<file path="config.mk">
export PLATFORM = sky130hd
export DESIGN_NAME = wdhw_top
export DESIGN_NICKNAME = d
export VERILOG_FILES = /design/src/inc/wdhw_pkg.sv /design/src/inc/wdhw_cnt_if.sv /design/src/hdl/wdhw_top.sv /design/src/hdl/wdhw_counter.sv
export SDC_FILE = /design/constraint.sdc
export NUM_CORES = 1
export LEC_CHECK = 0
export BUFFER_PORTS_ARGS = -buffer_cell sky130_fd_sc_hd__buf_2
export CAP_MARGIN = 15
export CORE_MARGIN = 10
export CORE_UTILIZATION = 54
export DETAILED_ROUTE_END_ITERATION = 10
export GPL_TIMING_DRIVEN = 0
export HOLD_SLACK_MARGIN = 0.05
export PLACE_DENSITY = 0.81
export SKIP_CTS_REPAIR_TIMING = 1
export SLEW_MARGIN = 30
export SYNTH_ARGS = -nofsm -noshare
export SYNTH_HDL_FRONTEND = slang
export SYNTH_SLANG_ARGS = --single-unit
</file>
<file path="constraint.sdc">
create_clock -name clock_i -period 2.81 [get_ports clock_i]
set_clock_uncertainty 0.05 [all_clocks]
set_input_delay 0 -clock clock_i [delete_from_list [all_inputs] [get_ports clock_i]]
set_output_delay 0 -clock clock_i [all_outputs]
set_load 0.02 [all_outputs]
</file>
<file path="src/inc/wdhw_pkg.sv">
package wdhw_pkg;
  // APB register byte offsets
  localparam logic [7:0] WDHW_CTRL_OFS = 8'h00;
  localparam logic [7:0] WDHW_WAKE_OFS = 8'h04;
  localparam logic [7:0] WDHW_STAT_OFS = 8'h08;
  // CTRL fields
  localparam int WDHW_CTRL_EN = 0;
  localparam int WDHW_CTRL_SRC_LO = 1;
  localparam int WDHW_CTRL_PAIR = 3;
  localparam int WDHW_CTRL_IDLE = 4;
  // STATUS fields
  localparam int WDHW_STAT_PDF = 0;
  localparam int WDHW_STAT_TO = 1;
  localparam int WDHW_STAT_DOWN = 2;
  localparam int WDHW_STAT_START = 3;
  // Reset values
  localparam logic WDHW_EN_RST = 1'b1;
  localparam logic WDHW_PAIR_RST = 1'b0;
  // Watchdog clock sources
  typedef enum logic [1:0] {
    WDHW_SRC_OSC = 2'h0,
    WDHW_SRC_RTC = 2'h1,
    WDHW_SRC_INS = 2'h2
  } wdhw_src_t;
  // Paired clear memory
  typedef enum logic [1:0] {
    WDHW_HALF_NONE = 2'h0,
    WDHW_HALF_ONE = 2'h1,
    WDHW_HALF_TWO = 2'h2
  } wdhw_half_t;
  // Timing and widths
  localparam int WDHW_STARTUP_CYC = 1024;
  localparam int WDHW_INS_DIV = 4;
  localparam int WDHW_PORTA_W = 8;
  localparam int WDHW_IRQ_W = 4;
  localparam int WDHW_PRE_W = 8;
  localparam int WDHW_CNT_W = 8;
endpackage

</file>
<file path="src/inc/wdhw_cnt_if.sv">
`timescale 1ns/1ps
// Carries control and overflow between the controller and the counter
interface wdhw_cnt_if;
  logic clr;
  logic tick;
  logic ovf;
  modport ctl (output clr, output tick, input ovf);
  modport cnt (input clr, input tick, output ovf);
endinterface

</file>
<file path="src/hdl/wdhw_top.sv">
`timescale 1ns/1ps
// Watchdog with halt entry and wake-up control
module wdhw_top import wdhw_pkg::*; #(
  parameter int PA_W = WDHW_PORTA_W,
  parameter int IRQ_W = WDHW_IRQ_W,
  parameter int PRE_W = WDHW_PRE_W,
  parameter int CNT_W = WDHW_CNT_W
) (
  input wire logic clock_i,
  input wire logic rst_i,
  input wire logic ce_i,
  // APB slave
  input wire logic psel_i,
  input wire logic penable_i,
  input wire logic pwrite_i,
  input wire logic [7:0] paddr_i,
  input wire logic [31:0] pwdata_i,
  output logic [31:0] prdata_o,
  output logic pready_o,
  output logic pslverr_o,
  // Core instruction strobes
  input wire logic halt_i,
  input wire logic single_dog_clear_i,
  input wire logic first_half_dog_clear_i,
  input wire logic second_half_dog_clear_i,
  input wire logic [IRQ_W-1:0] irq_req_i,
  input wire logic [IRQ_W-1:0] irq_en_i,
  input wire logic stack_full_i,
  // Pins and oscillators
  input wire logic external_reset_pin_n_i,
  input wire logic [PA_W-1:0] porta_i,
  input wire logic wdt_osc_i,
  input wire logic rtc_osc_i,
  // Results to the core
  output logic sys_clk_en_o,
  output logic osc32k_en_o,
  output logic hold_ports_o,
  output logic device_reset_o,
  output logic pc_sp_reset_o,
  output logic resume_next_o,
  output logic irq_take_o,
  output logic power_down_flag_o,
  output logic timeout_flag_o
);
  generate
    if (PA_W < 1 || PA_W > 32 || IRQ_W < 1) begin : g_chk
      $error("wdhw_top port widths out of range");
    end
  endgenerate

  localparam int ST_W = $clog2(WDHW_STARTUP_CYC);
  localparam logic [ST_W-1:0] ST_LAST = ST_W'(WDHW_STARTUP_CYC - 1);
  localparam int DV_W = $clog2(WDHW_INS_DIV);
  localparam logic [DV_W-1:0] DV_LAST = DV_W'(WDHW_INS_DIV - 1);

  typedef enum logic [2:0] {
    WDHW_RUN = 3'h1,
    WDHW_DOWN = 3'h2,
    WDHW_START = 3'h4
  } wdhw_state_t;

  typedef enum logic [1:0] {
    WDHW_WK_NONE = 2'h0,
    WDHW_WK_NEXT = 2'h1,
    WDHW_WK_IRQ = 2'h2
  } wdhw_wake_t;

  // Rising edge of a synchronised level
  function automatic logic rise(input logic prev, input logic cur);
    rise = cur && !prev;
  endfunction

  // Two-stage synchronisers for all pins
  localparam int SY_W = PA_W + 3;
  logic [SY_W-1:0] sync_a;
  logic [SY_W-1:0] sync_b;
  logic osc_prev;
  logic rtc_prev;
  always_ff @(posedge clock_i or posedge rst_i) begin
    if (rst_i) begin
      sync_a <= {SY_W{1'b1}};
      sync_b <= {SY_W{1'b1}};
    end else if (ce_i) begin
      sync_a <= {porta_i, external_reset_pin_n_i, wdt_osc_i, rtc_osc_i};
      sync_b <= sync_a;
    end
  end
  wire [PA_W-1:0] pa_s = sync_b[SY_W-1:3];
  wire pin_rst = !sync_b[2];
  wire osc_s = sync_b[1];
  wire rtc_s = sync_b[0];
  wire osc_edge = rise(osc_prev, osc_s);
  wire rtc_edge = rise(rtc_prev, rtc_s);

  // Registers and state
  logic dog_en;
  logic [1:0] src;
  logic pair_mode;
  logic idle_select_bit;
  logic [PA_W-1:0] wake_en;
  logic power_down_flag;
  logic tof;
  wdhw_state_t state;
  wdhw_half_t last_half;
  wdhw_wake_t wake_kind;
  logic [ST_W-1:0] st_cnt;
  logic [DV_W-1:0] div_cnt;
  logic [PA_W-1:0] pa_hold;
  logic [IRQ_W-1:0] irq_block;
  logic [IRQ_W-1:0] irq_en_hold;
  logic stk_hold;

  // State decoding
  wire in_run = (state == WDHW_RUN);
  wire in_down = (state == WDHW_DOWN);
  wire in_start = (state == WDHW_START);
  wire in_idle = in_down && idle_select_bit;

  // APB decode; the slave always answers in the access cycle
  wire apb_acc = psel_i && penable_i;
  wire apb_wr = apb_acc && pwrite_i;
  wire hit_ctrl = (paddr_i == WDHW_CTRL_OFS);
  wire hit_wake = (paddr_i == WDHW_WAKE_OFS);
  wire hit_stat = (paddr_i == WDHW_STAT_OFS);
  wire hit_any = hit_ctrl || hit_wake || hit_stat;
  wire wr_ctrl = apb_wr && hit_ctrl;
  wire wr_wake = apb_wr && hit_wake;
  assign pready_o = 1'b1;
  assign pslverr_o = apb_acc && !hit_any;

  // Read mux, low bits only
  wire [31:0] rd_ctrl = {27'h0000000, idle_select_bit, pair_mode, src, dog_en};
  wire [31:0] rd_wake = 32'(wake_en);
  wire [31:0] rd_stat = {28'h0000000, in_start, in_down, tof, power_down_flag};
  wire [31:0] rd_mux = hit_ctrl ? rd_ctrl : hit_wake ? rd_wake : hit_stat ? rd_stat : 32'h00000000;
  assign prdata_o = rd_mux;

  // Instruction strobes count only while running; the clear strobes also need dog_en
  wire run_ok = in_run && !pin_rst;
  wire halt_ok = run_ok && halt_i;
  wire one_ok = run_ok && dog_en && !pair_mode && single_dog_clear_i;
  wire h1_ok = run_ok && dog_en && pair_mode && first_half_dog_clear_i;
  wire h2_ok = run_ok && dog_en && pair_mode && second_half_dog_clear_i;
  // Opposite half clears, a repeated half does nothing
  wire pair_clr = (h1_ok && last_half == WDHW_HALF_TWO) || (h2_ok && last_half == WDHW_HALF_ONE);
  wire sw_clr = one_ok || pair_clr;

  // Watchdog clock selection with power-down gating
  wire ins_edge = !in_down && (div_cnt == DV_LAST);
  wire rtc_tick = rtc_edge && !in_idle;
  wire sel_tick = (src == WDHW_SRC_OSC) ? osc_edge :
                  (src == WDHW_SRC_RTC) ? rtc_tick :
                  (src == WDHW_SRC_INS) ? ins_edge : 1'b0;

  wdhw_cnt_if cnt_bus();
  assign cnt_bus.clr = !dog_en || pin_rst || sw_clr || halt_ok;
  assign cnt_bus.tick = dog_en && sel_tick;
  wire tmo = cnt_bus.ovf && dog_en;

  wdhw_counter #(.PRE_W(PRE_W), .CNT_W(CNT_W)) u_counter (
    .clock_i(clock_i),
    .rst_i(rst_i),
    .ce_i(ce_i),
    .bus(cnt_bus)
  );

  // Wake sources while down
  wire [PA_W-1:0] pa_chg = (pa_s ^ pa_hold) & wake_en;
  wire pa_wake = in_down && (|pa_chg);
  wire [IRQ_W-1:0] irq_live = irq_req_i & ~irq_block;
  wire irq_wake = in_down && (|irq_live);
  wire irq_vec = |(irq_live & irq_en_hold) && !stk_hold;
  wire rst_wake = in_down && (pin_rst || tmo);
  wire any_wake = pa_wake || irq_wake || rst_wake;
  wire st_done = in_start && rtc_edge && (st_cnt == ST_LAST);

  // Clock and port control follow the power state
  assign sys_clk_en_o = !in_down;
  assign hold_ports_o = in_down;
  assign osc32k_en_o = !in_idle;
  assign power_down_flag_o = power_down_flag;
  assign timeout_flag_o = tof;

  // Oscillator edge history and instruction clock divider
  always_ff @(posedge clock_i or posedge rst_i) begin
    if (rst_i) begin
      osc_prev <= 1'b1;
      rtc_prev <= 1'b1;
      div_cnt <= '0;
    end else if (ce_i) begin
      osc_prev <= osc_s;
      rtc_prev <= rtc_s;
      div_cnt <= in_down ? div_cnt : div_cnt + 1'b1;
    end
  end

  // Software registers; the idle bit also falls on an idle wake
  always_ff @(posedge clock_i or posedge rst_i) begin
    if (rst_i) begin
      dog_en <= WDHW_EN_RST;
      src <= WDHW_SRC_OSC;
      pair_mode <= WDHW_PAIR_RST;
      idle_select_bit <= 1'b0;
      wake_en <= '0;
    end else if (ce_i) begin
      if (wr_ctrl) begin
        dog_en <= pwdata_i[WDHW_CTRL_EN];
        src <= pwdata_i[WDHW_CTRL_SRC_LO +: 2];
        pair_mode <= pwdata_i[WDHW_CTRL_PAIR];
        idle_select_bit <= pwdata_i[WDHW_CTRL_IDLE];
      end else if (in_idle && any_wake) begin
        idle_select_bit <= 1'b0;
      end
      if (wr_wake) begin
        wake_en <= pwdata_i[PA_W-1:0];
      end
    end
  end

  // Paired clear memory
  always_ff @(posedge clock_i or posedge rst_i) begin
    if (rst_i) begin
      last_half <= WDHW_HALF_NONE;
    end else if (ce_i) begin
      if (pin_rst || !pair_mode) begin
        last_half <= WDHW_HALF_NONE;
      end else if (h1_ok) begin
        last_half <= WDHW_HALF_ONE;
      end else if (h2_ok) begin
        last_half <= WDHW_HALF_TWO;
      end
    end
  end

  // Status flags: time-out set wins over the halt clear
  always_ff @(posedge clock_i or posedge rst_i) begin
    if (rst_i) begin
      power_down_flag <= 1'b0;
      tof <= 1'b0;
    end else if (ce_i) begin
      if (pin_rst) begin
        power_down_flag <= 1'b0;
        tof <= 1'b0;
      end else if (tmo) begin
        tof <= 1'b1;
        power_down_flag <= in_down ? power_down_flag : 1'b0;
      end else if (halt_ok) begin
        power_down_flag <= 1'b1;
        tof <= 1'b0;
      end
    end
  end

  // Reset pulses: pin always resets the whole device; time-out resets the whole device unless down, PC and SP when down
  always_ff @(posedge clock_i or posedge rst_i) begin
    if (rst_i) begin
      device_reset_o <= 1'b0;
      pc_sp_reset_o <= 1'b0;
    end else if (ce_i) begin
      device_reset_o <= pin_rst || (tmo && !in_down);
      pc_sp_reset_o <= tmo && in_down && !pin_rst;
    end
  end

  // Power state machine
  always_ff @(posedge clock_i or posedge rst_i) begin
    if (rst_i) begin
      state <= WDHW_RUN;
      wake_kind <= WDHW_WK_NONE;
      st_cnt <= '0;
      pa_hold <= '0;
      irq_block <= '0;
      irq_en_hold <= '0;
      stk_hold <= 1'b0;
    end else if (ce_i) begin
      case (state)
        WDHW_RUN: begin
          if (halt_ok) begin
            state <= WDHW_DOWN;
            pa_hold <= pa_s;
            irq_block <= irq_req_i;
          end
        end
        WDHW_DOWN: begin
          // Enables and stack depth are frozen with the core
          irq_en_hold <= irq_en_i;
          stk_hold <= stack_full_i;
          if (any_wake) begin
            state <= WDHW_START;
            st_cnt <= '0;
            if (rst_wake) begin
              wake_kind <= WDHW_WK_NONE;
            end else if (irq_wake && irq_vec) begin
              wake_kind <= WDHW_WK_IRQ;
            end else begin
              wake_kind <= WDHW_WK_NEXT;
            end
          end
        end
        WDHW_START: begin
          // Counts rising edges of the synchronised rtc_osc_i crystal, not system clocks
          if (pin_rst) begin
            state <= WDHW_RUN;
          end else if (st_done) begin
            state <= WDHW_RUN;
          end else if (rtc_edge) begin
            st_cnt <= st_cnt + 1'b1;
          end
        end
        default: begin
          state <= WDHW_RUN;
        end
      endcase
    end
  end

  // Resume strobes; vectoring may lag by the core's own cycles
  always_ff @(posedge clock_i or posedge rst_i) begin
    if (rst_i) begin
      resume_next_o <= 1'b0;
      irq_take_o <= 1'b0;
    end else if (ce_i) begin
      resume_next_o <= st_done && !pin_rst && wake_kind == WDHW_WK_NEXT;
      irq_take_o <= st_done && !pin_rst && wake_kind == WDHW_WK_IRQ;
    end
  end

  // Checks
  property p_halt_flags;
    @(posedge clock_i) disable iff (rst_i)
    ce_i && halt_ok && !tmo |=> power_down_flag && !tof && in_down;
  endproperty
  a_halt_flags: assert property (p_halt_flags) else $error("halt flags wrong");

  property p_down_clk;
    @(posedge clock_i) disable iff (rst_i)
    in_down |-> !sys_clk_en_o && hold_ports_o;
  endproperty
  a_down_clk: assert property (p_down_clk) else $error("clock not stopped");

  property p_idle_osc;
    @(posedge clock_i) disable iff (rst_i)
    in_idle |-> !osc32k_en_o && !cnt_bus.tick || src == WDHW_SRC_OSC;
  endproperty
  a_idle_osc: assert property (p_idle_osc) else $error("idle oscillator running");

  property p_tmo_run;
    @(posedge clock_i) disable iff (rst_i)
    ce_i && tmo && in_run && !pin_rst |=> device_reset_o && tof;
  endproperty
  a_tmo_run: assert property (p_tmo_run) else $error("run timeout lost");

  property p_tmo_down;
    @(posedge clock_i) disable iff (rst_i)
    ce_i && tmo && in_down && !pin_rst |=> pc_sp_reset_o && !device_reset_o && in_start;
  endproperty
  a_tmo_down: assert property (p_tmo_down) else $error("sleep timeout wrong");

  property p_startup;
    @(posedge clock_i) disable iff (rst_i)
    (resume_next_o || irq_take_o) |-> $past(st_cnt) == ST_LAST && in_run;
  endproperty
  a_startup: assert property (p_startup) else $error("startup delay short");

  property p_idle_bit;
    @(posedge clock_i) disable iff (rst_i)
    ce_i && in_idle && any_wake && !wr_ctrl |=> !idle_select_bit;
  endproperty
  a_idle_bit: assert property (p_idle_bit) else $error("idle bit kept");

  property p_nop;
    @(posedge clock_i) disable iff (rst_i)
    !dog_en |-> !sw_clr && !tmo && !cnt_bus.tick;
  endproperty
  a_nop: assert property (p_nop) else $error("disabled watchdog active");

  property p_repeat;
    @(posedge clock_i) disable iff (rst_i)
    h1_ok && last_half == WDHW_HALF_ONE |-> !sw_clr;
  endproperty
  a_repeat: assert property (p_repeat) else $error("repeated half cleared");

  property p_halt_clr;
    @(posedge clock_i) disable iff (rst_i)
    ce_i && halt_ok && dog_en |=> !tmo [*2];
  endproperty
  a_halt_clr: assert property (p_halt_clr) else $error("halt did not clear");
endmodule // wdhw_top

</file>
<file path="src/hdl/wdhw_counter.sv">
`timescale 1ns/1ps
// Prescaler followed by the watchdog counter
module wdhw_counter #(
  parameter int PRE_W = 8,
  parameter int CNT_W = 8
) (
  input wire logic clock_i,
  input wire logic rst_i,
  input wire logic ce_i,
  wdhw_cnt_if.cnt bus
);
  // Widths below one leave no counter to overflow
  generate
    if (PRE_W < 1 || CNT_W < 1) begin : g_chk
      $error("wdhw_counter widths must be at least one");
    end
  endgenerate

  logic [PRE_W+CNT_W-1:0] count;
  wire all_ones = &count;

  // Overflow is the carry out of the joined prescaler and counter
  assign bus.ovf = bus.tick && all_ones && !bus.clr;

  // Clear beats tick so a clear instruction never loses to a count
  always_ff @(posedge clock_i or posedge rst_i) begin
    if (rst_i) begin
      count <= '0;
    end else if (ce_i) begin
      if (bus.clr) begin
        count <= '0;
      end else if (bus.tick) begin
        count <= count + 1'b1;
      end
    end
  end
endmodule // wdhw_counter

</file>
* Word level (Yosys, flattened, before mapping)
Index checks and enable logic that the tools add are counted.
** Operators by class
- Add/subtract/negate cells :: 3
- Equal/unequal tests :: 21
- Bitwise operators :: 6
- Shifts and indexed selects :: 0
- Muxes and demuxes :: 32
- Div/mod/pow operators :: 0
- Reduce and logical (&&, ||, !) cells :: 83
- Order comparisons :: 0
- Multiply operators :: 0
** Operators with widths (number)
- 2-to-1 mux 10 bit :: 4
- logical AND 1 bit :: 38
- 2-to-1 mux 16 bit :: 2
- one-hot mux 10 bit (2 select lines) :: 1
- adder 16 x 1 -> 16 bit (second input constant) :: 1
- 2-to-1 mux 8 bit :: 2
- AND reduction 16 bit :: 1
- AND reduction 2 bit :: 8
- logical OR 1 bit :: 12
- 2-to-1 mux 1 bit :: 12
- 2-to-1 mux 3 bit :: 4
- adder 10 x 1 -> 10 bit (second input constant) :: 1
- equality test 10 bit (second input constant) :: 1
- zero test 1 bit :: 10
- 2-to-1 mux 2 bit :: 5
- one-hot mux 3 bit (3 select lines) :: 1
- AND reduction 3 bit :: 3
- AND 4 bit :: 2
- AND 8 bit :: 1
- equality test 2 bit (second input constant) :: 4
- equality test 8 x 3 -> 1 bit (second input constant) :: 1
- equality test 8 x 4 -> 1 bit (second input constant) :: 1
- zero test 8 bit :: 1
- OR reduction 4 bit :: 2
- 20 further kinds :: 27
** Word-level totals
- Output and inout bits :: 43
- Bits in registers :: 95
- Memory bits (read-only) :: 0
- Memories kept :: 0
- Input port bits :: 70
- Bits in latches :: 0
- RAM bits :: 0
- Logic and storage cells :: 170

* Depth between registers and ports, before layout
Gate-level depths: netlist of run 1.
- Depth after elaboration :: 19
- Gate-level depth with buffers :: 8
- Mapped depth without buffers :: 7

* Modules after synthesis
Synthesis of run 1 repeated with hierarchy kept, for this count alone.
** Unflattened totals
- Cell total of the unflattened synthesis :: 449
- Area total of the unflattened synthesis :: 4868.4 µm²
** Modules (own cells, without submodules)
- wdhw_top :: area an instance 4013.8 µm², instances 1, sequential area each 2009.4 µm², cells an instance 358
- wdhw_counter :: area an instance 854.6 µm², instances 1, sequential area each 400.4 µm², cells an instance 91

* Least setup slack after synthesis of run 1
No wires, ideal clock.
- Path type :: flip-flop to flip-flop
- From :: register sync_b[0]
- To :: register st_cnt[1]
- Period minus slack after synthesis :: 2.072 ns
- Cell stages (with the launch flop) :: 7
- Setup time :: 0.079 ns
- Required time :: 2.681 ns
- Data arrival time :: 1.943 ns
- Slack :: 0.738 ns
- Path buffers :: 0
- Cell sequence :: dfstp_2 or3b_1 o32a_4 nor2_1 nand4b_4 a21oi_4 mux2i_1
** On the way
- Longest elaborated chain between the ends :: 13
- Elaborated cells between the ends (all ways) :: 17
- Classes of those cells :: eq/ne: 3; mux: 2; reduce/logical: 12
** RTL lines
- from (decl) :: line wdhw_top.sv:76 : logic [SY_W-1:0] sync_b;
- from (signal assigned) :: line wdhw_top.sv:82 : sync_b <= {SY_W{1'b1}};
- from (signal assigned) :: line wdhw_top.sv:85 : sync_b <= sync_a;
- logical AND 1 bit (*) :: line wdhw_top.sv:70 : rise = cur && !prev;
- logical AND 1 bit :: line wdhw_top.sv:150 : wire rtc_tick = rtc_edge && !in_idle;
- 2-to-1 mux 1 bit :: line wdhw_top.sv:152 : (src == WDHW_SRC_RTC) ? rtc_tick :
- 2-to-1 mux 1 bit :: line wdhw_top.sv:151 : wire sel_tick = (src == WDHW_SRC_OSC) ? osc_edge :
- logical AND 1 bit :: line wdhw_top.sv:157 : assign cnt_bus.tick = dog_en && sel_tick;
- logical AND 1 bit (2 in a row) :: line wdhw_counter.sv:23 : assign bus.ovf = bus.tick && all_ones && !bus.clr;
- logical AND 1 bit :: line wdhw_top.sv:158 : wire tmo = cnt_bus.ovf && dog_en;
- logical OR 1 bit :: line wdhw_top.sv:173 : wire rst_wake = in_down && (pin_rst || tmo);
- logical AND 1 bit :: line wdhw_top.sv:173
- logical OR 1 bit :: line wdhw_top.sv:174 : wire any_wake = pa_wake || irq_wake || rst_wake;
- inequality test 2 x 1 -> 1 bit (no line)
- AND reduction 6 bit (no line) (*)
- to (signal assigned) :: line wdhw_top.sv:307 : st_cnt <= st_cnt + 1'b1;
- to (decl) :: line wdhw_top.sv:106 : logic [ST_W-1:0] st_cnt;
Every way passes the cells marked *; elsewhere a longest branch is shown, timed or not.
A chain may end at the register's enable or synchronous reset.

* Worst setup path in the final report of run 1
- From :: register sync_b[2]
- To :: register irq_block[0]
** On the way
- Longest elaborated chain between the ends :: 3
** RTL lines
- logical AND 1 bit :: line wdhw_top.sv:139 : wire run_ok = in_run && !pin_rst;
- logical AND 1 bit :: line wdhw_top.sv:140 : wire halt_ok = run_ok && halt_i;
- AND reduction 3 bit (no line)
- to (signal assigned) :: line wdhw_top.sv:281 : irq_block <= irq_req_i;
- to (decl) :: line wdhw_top.sv:109 : logic [IRQ_W-1:0] irq_block;
Every way passes these cells.

==> summary.txt, run 1 <==
initial antenna violation count = 0
area share of the largest cell type after synthesis = 35.1%
Multi-input gate area = 2260 µm²
number of max-cap violations = 0
final core area utilization = 67.9%
Final Hold Fails = 0
port bufs = 62
Worst path max stage delay = 0.70 ns
core box area = 8810 µm²
R2R cell count = 5
GRT Total Usage = 17.1%
Clock Latency Late Sink = 0.36 ns
routability cong. = 0.798
Slew Viols, Final = 0
detailed placer's ending HPWL = 8.42 mm
Unique masters post-synth = 61
final setup violation count = 0
CP required = 3.01 ns
Placement Rows = 34
sequential cell area = 2410 µm²
Antenna diodes = 0
gr ovfl total = 0
antenna-violating nets left = 0
reg2reg setup slack = 0.29 ns
Critical Path AT = 2.72 ns
Finished Layout Cells = 700
Crit Reg-Reg Startpoint = sync_b[2]
top_reg_cell synth = dfrtp_1
DR vias = 3799
die height = 115 µm
Static Leakage = 0.00287 µW
Post-synth EDFFs = 0
Sw Ratio = 29.5%
warnings from Yosys = 0
# DRC = 0
Final period util = 89.6%
# fillers = 685
Worst setup EP type = register
fin crit period = 2.52 ns
IR drop worst, VDD = 369 µV
cells after synthesis = 459
WL final = 11.3 mm
CP startpoint kind = register
net switching power figure = 1010 µW
Synth area leader = dfrtp_1
Comb pwr share = 20.3%
clk slew on worst S/H paths = 0.09 ns
DR pass1 iterations = 4
Clock power frac = 26.4%
Die Area = 13300 µm²
Die X-Extent = 115 µm
pin count of the biggest net entering global routing = 69
CTS tree = built
Clock Path Buffers = 2
Worst R2R End = irq_block[0]
critical path, cell by cell = buf_2, nand3_1, nor4_2, buf_2, mux2_2
vias per std cell = 5.43
Max-slew headroom = 38.1%
WP buf/inv = 2
outcome = finished, final reports clean
io pins = 113
Syn Std Cell Area = 4910 µm²
pwr dens = 572 nW/µm²
part of the power in registers = 53.3%
crit path kind = reg2reg
Post-Place Cells = 653
Num CTS Buffers = 9
Worst Max-Slew Pin Slew = 0.920 ns
Async SR Flop Fraction = 100%
share of cells above drive strength 1 = 33.1%
unrepaired setup endpoints after global routing = false
setup TNS = 0 ns
area grow syn2layout = 21.7%
Internal = 2420 µW
number of synthesized register bits = 95
Worst Hold Class = in2async
worst-path fanout max = 10
clock sink total = 95
depth of the CTS H-tree = 3
Avg Inst Size Synth = 10.7 µm²
final total power = 3420 µW
sequential-to-total area share from yosys stat = 49.0%
most used cell, CP = buf_2
synth top area cells = dfrtp_1, dfstp_2, mux2_2
Peak Freq = 397 MHz
vias in the first global route = 3711
initial cell density of the core = 55.8%
clock root buffer = clkbuf_8
CP top delay family = simple AND/OR/NAND/NOR gates
first-pass GRT wire length = 18.2 mm
drt wl/cell = 16.2 µm
Slowest cell on crit path = nor4_2
Iter 0 DRT Violations = 234
fin nets = 660
[cells in the mapped netlist, types with 2 or more instances]
master and instances:
dfrtp_1 69, mux2_2 49, nand2_1 41, nor2_1 34, buf_4 26, dfstp_2 26, a21oi_1 19, inv_1 18
xor2_1 17, nand3_1 16, and3_1 11, nor2b_1 10, mux2i_1 8, o21ai_0 8, o22ai_1 8, nor3_1 7
and4_1 6, clkbuf_1 6, o211ai_1 6, o2bb2ai_1 6, buf_2 4, nand4_1 4, or4_1 4, a22oi_1 3
and2_1 3, ha_1 3, nand2b_1 3, nor4_1 3, a22o_1 2, and3b_1 2, buf_1 2, conb_1 2
nand3b_1 2, nor3b_1 2, o31ai_1 2, o32ai_1 2
[how the worst max path moves through the flow]
stage,cells past startpoint,endpoint,slack [ns],from
floorplan,1,device_reset_o,0.33,rst_i
global route,5,pa_hold[7],0.17,sync_b[2]
finish,5,irq_block[0],0.29,sync_b[2]
global placement,2,irq_block[3],-0.69,rst_i
detailed placement,5,irq_block[0],0.30,sync_b[2]
CTS,5,irq_block[0],0.29,sync_b[2]
[metrics by stage]
step | setup slack, ns | area, µm² | hold WS [ns]
floorplan | 0.326 | 5000 | 0.0554
global placement | -0.687 | 5450 | 0.150
detailed placement | 0.301 | 5480 | -0.0612
CTS | 0.290 | 5670 | -0.458
global route | 0.165 | 5980 | 0.0987
finish | 0.293 | 5980 | 0.0929
[worst min-delay path, delay by kind of cell]
kind | cells | cell delay [ns]
buffers and inverters | 3 | 0.90
[cells by family after synthesis]
kind of cell             after synthesis  share of synthesized area (%)
AO/OA/AOI/OAI                         66                           9.65
XOR/XNOR                              18                           3.21
adder cells (fa/ha/maj)                3                          0.764
buffers and inverters                 58                           6.67
flip-flops                            95                           49.0
multiplexers                          57                           12.9
other                                  2                          0.153
AND/OR/NAND/NOR                      160                           17.7
[final cells by class]
class                   count  share of cell area, %
flip-flops and latches     95                   40.3
multi-input cells         329                   37.8
repair buffers             94                   10.8
well taps                 108                   2.26
plain buffers              39                   4.29
inverters                  19                   1.28
clock inverters             6                   1.11
clock buffers              10                   2.13
[state kept, by name (all words and copies together) (netlist names), 2 cells and up]
name / flops
u_counter.count: 16
sync_a: 11
sync_b: 11
st_cnt: 10
pa_hold: 8
wake_en: 8
irq_block: 4
irq_en_hold: 4
state: 3
div_cnt: 2
last_half: 2
src: 2
wake_kind: 2
[power by group through the flow]
stage | Clock (µW) | Combinational (µW) | Sequential, µW
after detailed placement | 0 | 659 | 1850
final | 903 | 695 | 1830
after CTS | 923 | 664 | 1820
after global routing | 980 | 774 | 1860
after floorplan | 0 | 506 | 1810
after global placement | 0 | 620 | 1830
[layout by cell type (no fill, tap or decap), drive strengths merged, types with 2 or more instances in the layout]
| master | n |
|---|---|
| o21ai | 8 |
| nor2 | 35 |
| nor3b | 2 |
| o32ai | 2 |
| inv | 21 |
| nand2 | 41 |
| o2bb2ai | 6 |
| buf | 96 |
| nand3 | 17 |
| or4 | 4 |
| nand3b | 2 |
| or2 | 2 |
| nand4 | 4 |
| dfrtp | 69 |
| nor4 | 4 |
| mux2i | 8 |
| o211ai | 6 |
| clkinv | 3 |
| o31ai | 2 |
| o22ai | 8 |
| nor3 | 8 |
| mux2 | 49 |
| clkbuf | 16 |
| dfstp | 26 |
| and3b | 2 |
| nor2b | 10 |
| a22o | 2 |
| nand2b | 3 |
| conb | 25 |
| a22oi | 3 |
| dlygate4sd3 | 31 |
| and3 | 11 |
| and2 | 3 |
| a21oi | 20 |
| ha | 3 |
| xor2 | 17 |
| and4 | 6 |
[metal layers]
metal / share of wire, % / vias to the layer above / GRT usage, %
li1: - / 1828 / -
met1: 42 / 1852 / 20.5
met2: 50 / 102 / 28.8
met3: 5.9 / 17 / 4.69
met4: 1.5 / 0 / 6.00
met5: 0 / - / 0
(Power assumes the default switching activity.)
==> run 2: changes to the inputs <==
==> constraint.sdc (replaced) <==
create_clock -name clock_i -period 2.81 [get_ports clock_i]
set_clock_uncertainty 0.05 [all_clocks]
set_input_delay 0.1405 -clock clock_i [delete_from_list [all_inputs] [get_ports clock_i]]
set_output_delay 0.1405 -clock clock_i [all_outputs]
set_load 0.02 [all_outputs]
==> run 2 against run 1 <==
Effect of this change: sequential power hardly changed; total power is essentially flat; combinational power about the same; non-clock buffer count is 1 lower; worst setup slack got worse by 0.0016 ns; sequential share of layout area grew 0.067 points; clock power barely moved; utilization down 0.11 points; critical path depth stayed put; wire length shrank 0.33%; highest routed layer unchanged.
==> summary.txt, run 2 (synthesized netlist as in run 1, its figures left out) <==
outcome = finished, final reports clean
Die X-Extent = 115 µm (unchanged)
max FFs per register = 16 (unchanged)
net switching power figure = 1010 µW (-0.13%)
Iter 0 DRT Violations = 171 (-27%)
registers with the most flip-flops = u_counter.count (16), sync_a (11), sync_b (11)
initial antenna violation count = 0 (unchanged)
Crit Reg-Reg Startpoint = sync_b[2]
Clock power frac = 26.4% (about the same)
clock sink total = 95 (unchanged)
commonest non-fill, non-tap cell in the layout = dfrtp_1
reg2reg setup slack = 0.29 ns (about the same)
Sw Ratio = 29.4% (about the same)
Critical Path AT = 2.72 ns (about the same)
GRT Total Usage = 17.1% (unchanged)
hold endpoint = last_half[0]
final setup violation count = 0 (unchanged)
Internal = 2420 µW (about the same)
hold path start = second_half_dog_clear_i
clk slew on worst S/H paths = 0.09 ns (about the same)
commonest cells after routing, fill and taps aside = dfrtp_1, buf_2, mux2_2
worst-path fanout max = 10 (unchanged)
WP buf/inv = 2 (unchanged)
Clock Path Buffers = 2 (unchanged)
DR vias = 3797 (-0.053%)
Multi-input gate area = 2260 µm² (unchanged)
Comb pwr share = 20.3% (about the same)
Worst Max-Slew Pin Slew = 0.920 ns (+0.0000238 ns)
vias per std cell = 5.43 (about the same)
core box area = 8810 µm² (unchanged)
sequential cell area = 2410 µm² (unchanged)
gr ovfl total = 0 (unchanged)
WL final = 11.3 mm (-0.33%)
share of cells above drive strength 1 = 33.2% (+0.056 points)
Clock Latency Late Sink = 0.36 ns (about the same)
Placement Rows = 34 (unchanged)
most used cell, CP = buf_2
Worst path max stage delay = 0.70 ns (about the same)
final total power = 3420 µW (about the same)
DR pass1 iterations = 4 (unchanged)
Num CTS Buffers = 9 (unchanged)
depth of the CTS H-tree = 3 (unchanged)
Slew Viols, Final = 0 (unchanged)
part of the power in registers = 53.3% (about the same)
Final period util = 89.6% (about the same)
R2R cell count = 5 (unchanged)
pwr dens = 573 nW/µm² (+0.12%)
Die Area = 13300 µm² (unchanged)
crit path kind = reg2reg
Antenna diodes = 0 (unchanged)
Slowest cell on crit path = nor4_2
# DRC = 0 (unchanged)
CP top delay family = simple AND/OR/NAND/NOR gates
IR drop worst, VDD = 369 µV (+0.11%)
routability cong. = 0.798 (unchanged)
area grow syn2layout = 21.5%
detailed placer's ending HPWL = 8.42 mm (unchanged)
die height = 115 µm (unchanged)
vias in the first global route = 3711 (unchanged)
fin crit period = 2.52 ns (+0.00161 ns)
Worst Hold Class = in2reg
CP startpoint kind = register
# fillers = 686 (+0.15%)
Worst R2R End = irq_block[0]
Final Hold Fails = 0 (unchanged)
number of max-cap violations = 0 (unchanged)
initial cell density of the core = 55.8% (unchanged)
fin nets = 659 (-0.15%)
Worst setup EP type = register
io pins = 113 (unchanged)
first-pass GRT wire length = 18.2 mm (unchanged)
port bufs = 62 (unchanged)
antenna-violating nets left = 0 (unchanged)
clock root buffer = clkbuf_8
CTS tree = built
pin count of the biggest net entering global routing = 69 (unchanged)
CP startpoint = sync_b[2]
hold depth = 4
drt wl/cell = 16.2 µm (-0.18%)
Max-slew headroom = 38.1% (about the same)
CP required = 3.01 ns (about the same)
unrepaired setup endpoints after global routing = false
largest reg by FF count = u_counter.count
Peak Freq = 397 MHz (about the same)
critical path, cell by cell = buf_2, nand3_1, nor4_2, buf_2, mux2_2
Static Leakage = 0.00286 µW (-0.24%)
final core area utilization = 67.8% (-0.11 points)
[run 2: power groups by stage]
stage | combinational [µW] | sequential [µW] | clock [µW]
floorplan | 506 | 1810 | 0
global placement | 620 | 1830 | 0
detailed placement | 659 | 1850 | 0
CTS | 664 | 1820 | 923
global route | 774 | 1860 | 980
finish | 694 | 1830 | 903
[run 2: layer usage]
| layer | GRT usage (%) | vias up | wire length [µm] |
|---|---|---|---|
| met4 | 6.00 | 0 | 179 |
| met1 | 20.5 | 1855 | 4760 |
| met3 | 4.69 | 17 | 667 |
| met5 | 0 | - | 0 |
| met2 | 28.8 | 99 | 5700 |
| li1 | - | 1826 | - |
[run 2: final cells by class]
| class | count | share of cell area [%] |
|---|---|---|
| multi-input combinational | 329 | 37.9 |
| timing repair buffer | 93 | 10.7 |
| tap | 108 | 2.26 |
| inverter | 19 | 1.28 |
| sequential | 95 | 40.3 |
| buffer | 39 | 4.29 |
| clock buffer | 10 | 2.14 |
| clock inverter | 6 | 1.11 |
[run 2: how the worst max path moves through the flow]
stage	end	slack (ns)	cells past startpoint
3_5_place_dp	irq_block[0]	0.30	5
4_1_cts	irq_block[0]	0.29	5
6_report	irq_block[0]	0.29	5
3_3_place_gp	irq_block[3]	-0.83	2
2_1_floorplan	device_reset_o	0.19	1
5_1_grt	pa_hold[7]	0.17	5
[run 2: tightest hold or removal path: cells and delay by family]
family	cells	cell delay, ns
simple gates	1	0.05
buf+inv	1	0.10
compound gates	2	0.20
[run 2: metrics by stage]
stage	TNS [ns]	hold WS, ns	cells	area (µm²)	setup WS (ns)
global placement	-56.84	0.290	652	5450	-0.828
CTS	0	-0.318	669	5670	0.290
finish	0	0.122	699	5970	0.291
floorplan	0	0.196	482	5000	0.186
global route	0	0.132	699	5970	0.165
detailed placement	0	0.0793	653	5480	0.301
==> run 3: changes to the inputs <==
Settings changed: BUFFER_PORTS_ARGS -buffer_cell sky130_fd_sc_hd__buf_2 to -buffer_cell sky130_fd_sc_hd__buf_4, REMOVE_ABC_BUFFERS set to 1.
==> run 3 against run 2 <==
Effect of this change: sequential share of layout area grew 0.64 points; non-clock buffer count shrank 37; flip-flop and latch count is the same; design area shrank 1.6%; utilization shrank 1.1 points; worst setup slack gained 0.042 ns; first-iteration DRC count shrank 16%; hold slack gained 0.0010 ns; critical path type unchanged.
==> summary.txt, run 3 (synthesized netlist as in run 1, its figures left out) <==
outcome = finished, final reports clean
Top Metal Used = met4
# DRC = 0 (unchanged)
gr ovfl total = 0 (unchanged)
Num CTS Buffers = 9 (unchanged)
largest reg by FF count = u_counter.count
commonest cells after routing, fill and taps aside = dfrtp_1, buf_4, mux2_2
Placement Rows = 34 (unchanged)
reg2reg setup slack = 0.33 ns (+0.04 ns)
M1 WL = 4.64 mm (-2.5%)
Die Area = 13300 µm² (unchanged)
Worst setup EP type = register
hold endpoint = last_half[0]
hold depth = 4 (unchanged)
die height = 115 µm (unchanged)
first-pass GRT wire length = 18.0 mm (-1.3%)
antenna-violating nets left = 0 (unchanged)
fin crit period = 2.48 ns (-0.0417 ns)
number of max-cap violations = 0 (unchanged)
Antenna diodes = 0 (unchanged)
Worst R2R End = u_counter.count[11]
drt wl/cell = 16.7 µm (+3.5%)
CP required = 3.05 ns (+0.04 ns)
GRT Total Usage = 16.3% (-0.75 points)
clock root buffer = clkbuf_8
CP startpoint kind = register
final setup violation count = 0 (unchanged)
# fillers = 629 (-8.3%)
worst-path fanout max = 11 (+1)
Critical Path AT = 2.72 ns (about the same)
hold path start = second_half_dog_clear_i
IR drop worst, VDD = 346 µV (-6.2%)
Final period util = 88.2% (-1.5 points)
Static Leakage = 0.00272 µW (-4.9%)
Clock Path Buffers = 2 (unchanged)
vias in the first global route = 3757 (+1.2%)
routed wl met2 = 5.57 mm (-2.2%)
Crit Reg-Reg Startpoint = sync_b[0]
DR vias = 3701 (-2.5%)
detailed placer's ending HPWL = 7.84 mm (-6.9%)
Slew Viols, Final = 0 (unchanged)
R2R cell count = 6 (+1)
pwr dens = 565 nW/µm² (-1.4%)
critical path, cell by cell = or3b_1, o32a_4, nor3_4, nand3_2, or4_1, nand2_1
Peak Freq = 404 MHz (+1.7%)
Clock Latency Late Sink = 0.36 ns (about the same)
pin count of the biggest net entering global routing = 51 (-26%)
unrepaired setup endpoints after global routing = false
port bufs = 63 (+1.6%)
core box area = 8810 µm² (unchanged)
crit path kind = reg2reg
CTS tree = built
clock sink total = 95 (unchanged)
commonest non-fill, non-tap cell in the layout = dfrtp_1
share of cells above drive strength 1 = 30.1% (-3.0 points)
WL final = 11.1 mm (-1.9%)
Post-Place Cells = 616 (-5.7%)
vias per std cell = 5.59 (+2.9%)
worst slack at placement = 0.327 ns (+0.0263 ns)
Worst path max stage delay = 0.56 ns (-0.14 ns)
Max-slew headroom = 44.5% (+6.4 points)
clk slew on worst S/H paths = 0.10 ns (about the same)
routability cong. = 0.809 (+1.4%)
Worst Hold Class = in2reg
setup TNS = 0 ns (unchanged)
registers with the most flip-flops = u_counter.count (16), sync_a (11), sync_b (11)
Finished Layout Cells = 662 (-5.3%)
met3 WL = 659 µm (-1.2%)
DR pass1 iterations = 4 (unchanged)
Die X-Extent = 115 µm (unchanged)
max FFs per register = 16 (unchanged)
area grow syn2layout = 19.6%
Iter 0 DRT Violations = 143 (-16%)
post-route setup slack = 0.333 ns (+0.0417 ns)
initial antenna violation count = 0 (unchanged)
fin nets = 622 (-5.6%)
io pins = 113 (unchanged)
Worst Max-Slew Pin Slew = 0.831 ns (-0.0896 ns)
depth of the CTS H-tree = 3 (unchanged)
Min Hold Slack = 0.123 ns (+0.00102 ns)
Slowest cell on crit path = dfstp_2
initial cell density of the core = 55.8% (unchanged)
final total power = 3320 µW (-2.9%)
Final Hold Fails = 0 (unchanged)
-- run 3: changes by cell type in the layout (fill, tap and decap cells not counted), sizes merged --
cell and delta:
bufinv -1, clkbuf -6, clkinvlp +2, buf -31, clkinv +1, inv -2
-- run 3: how the worst max path moves through the flow --
stage	startpoint	to	depth (start not counted)
after global routing	sync_b[0]	u_counter.count[13]	6
after global placement	rst_i	st_cnt[5]	2
after detailed placement	ce_i	u_counter.count[11]	6
after CTS	sync_b[0]	u_counter.count[11]	6
final	sync_b[0]	u_counter.count[11]	6
after floorplan	rst_i	device_reset_o	1
-- run 3: power breakdown --
| part | internal, µW | switching (µW) | leakage, µW |
|---|---|---|---|
| Clock | 327 | 495 | 0.0000829 |
| Sequential | 1640 | 193 | 0.00116 |
| Combinational | 346 | 316 | 0.00148 |
-- run 3: worst max-delay path: cells and delay by family, from the launching register on --
kind               cells  cell delay, ns
AOI/OAI and AO/OA      1            0.21
DFF                    1            0.56
and+or+nand+nor        5            1.60
-- run 3: cell type report --
| cell class | instances | area, µm² | area share (%) |
|---|---|---|---|
| multi-input cells | 329 | 2270 | 38.6 |
| clock inverters | 6 | 46.3 | 0.787 |
| flip-flops and latches | 95 | 2410 | 41.0 |
| inverters | 19 | 76.3 | 1.30 |
| well taps | 108 | 135 | 2.30 |
| clock buffers | 10 | 128 | 2.17 |
| repair buffers | 95 | 812 | 13.8 |
-- run 3: per-stage QoR --
step | cell area, µm² | utilization (%)
after floorplan | 4740 | -
after global placement | 5350 | 60.8
after detailed placement | 5410 | 61.4
after CTS | 5580 | 63.4
after global routing | 5880 | 66.8
final | 5880 | 66.8
-- run 3: per-layer routing --
layer / track usage, % / vias up
li1: - / 1763
met1: 20.0 / 1824
met2: 26.9 / 93
met3: 4.38 / 21
met4: 6.33 / 0
met5: 0 / -
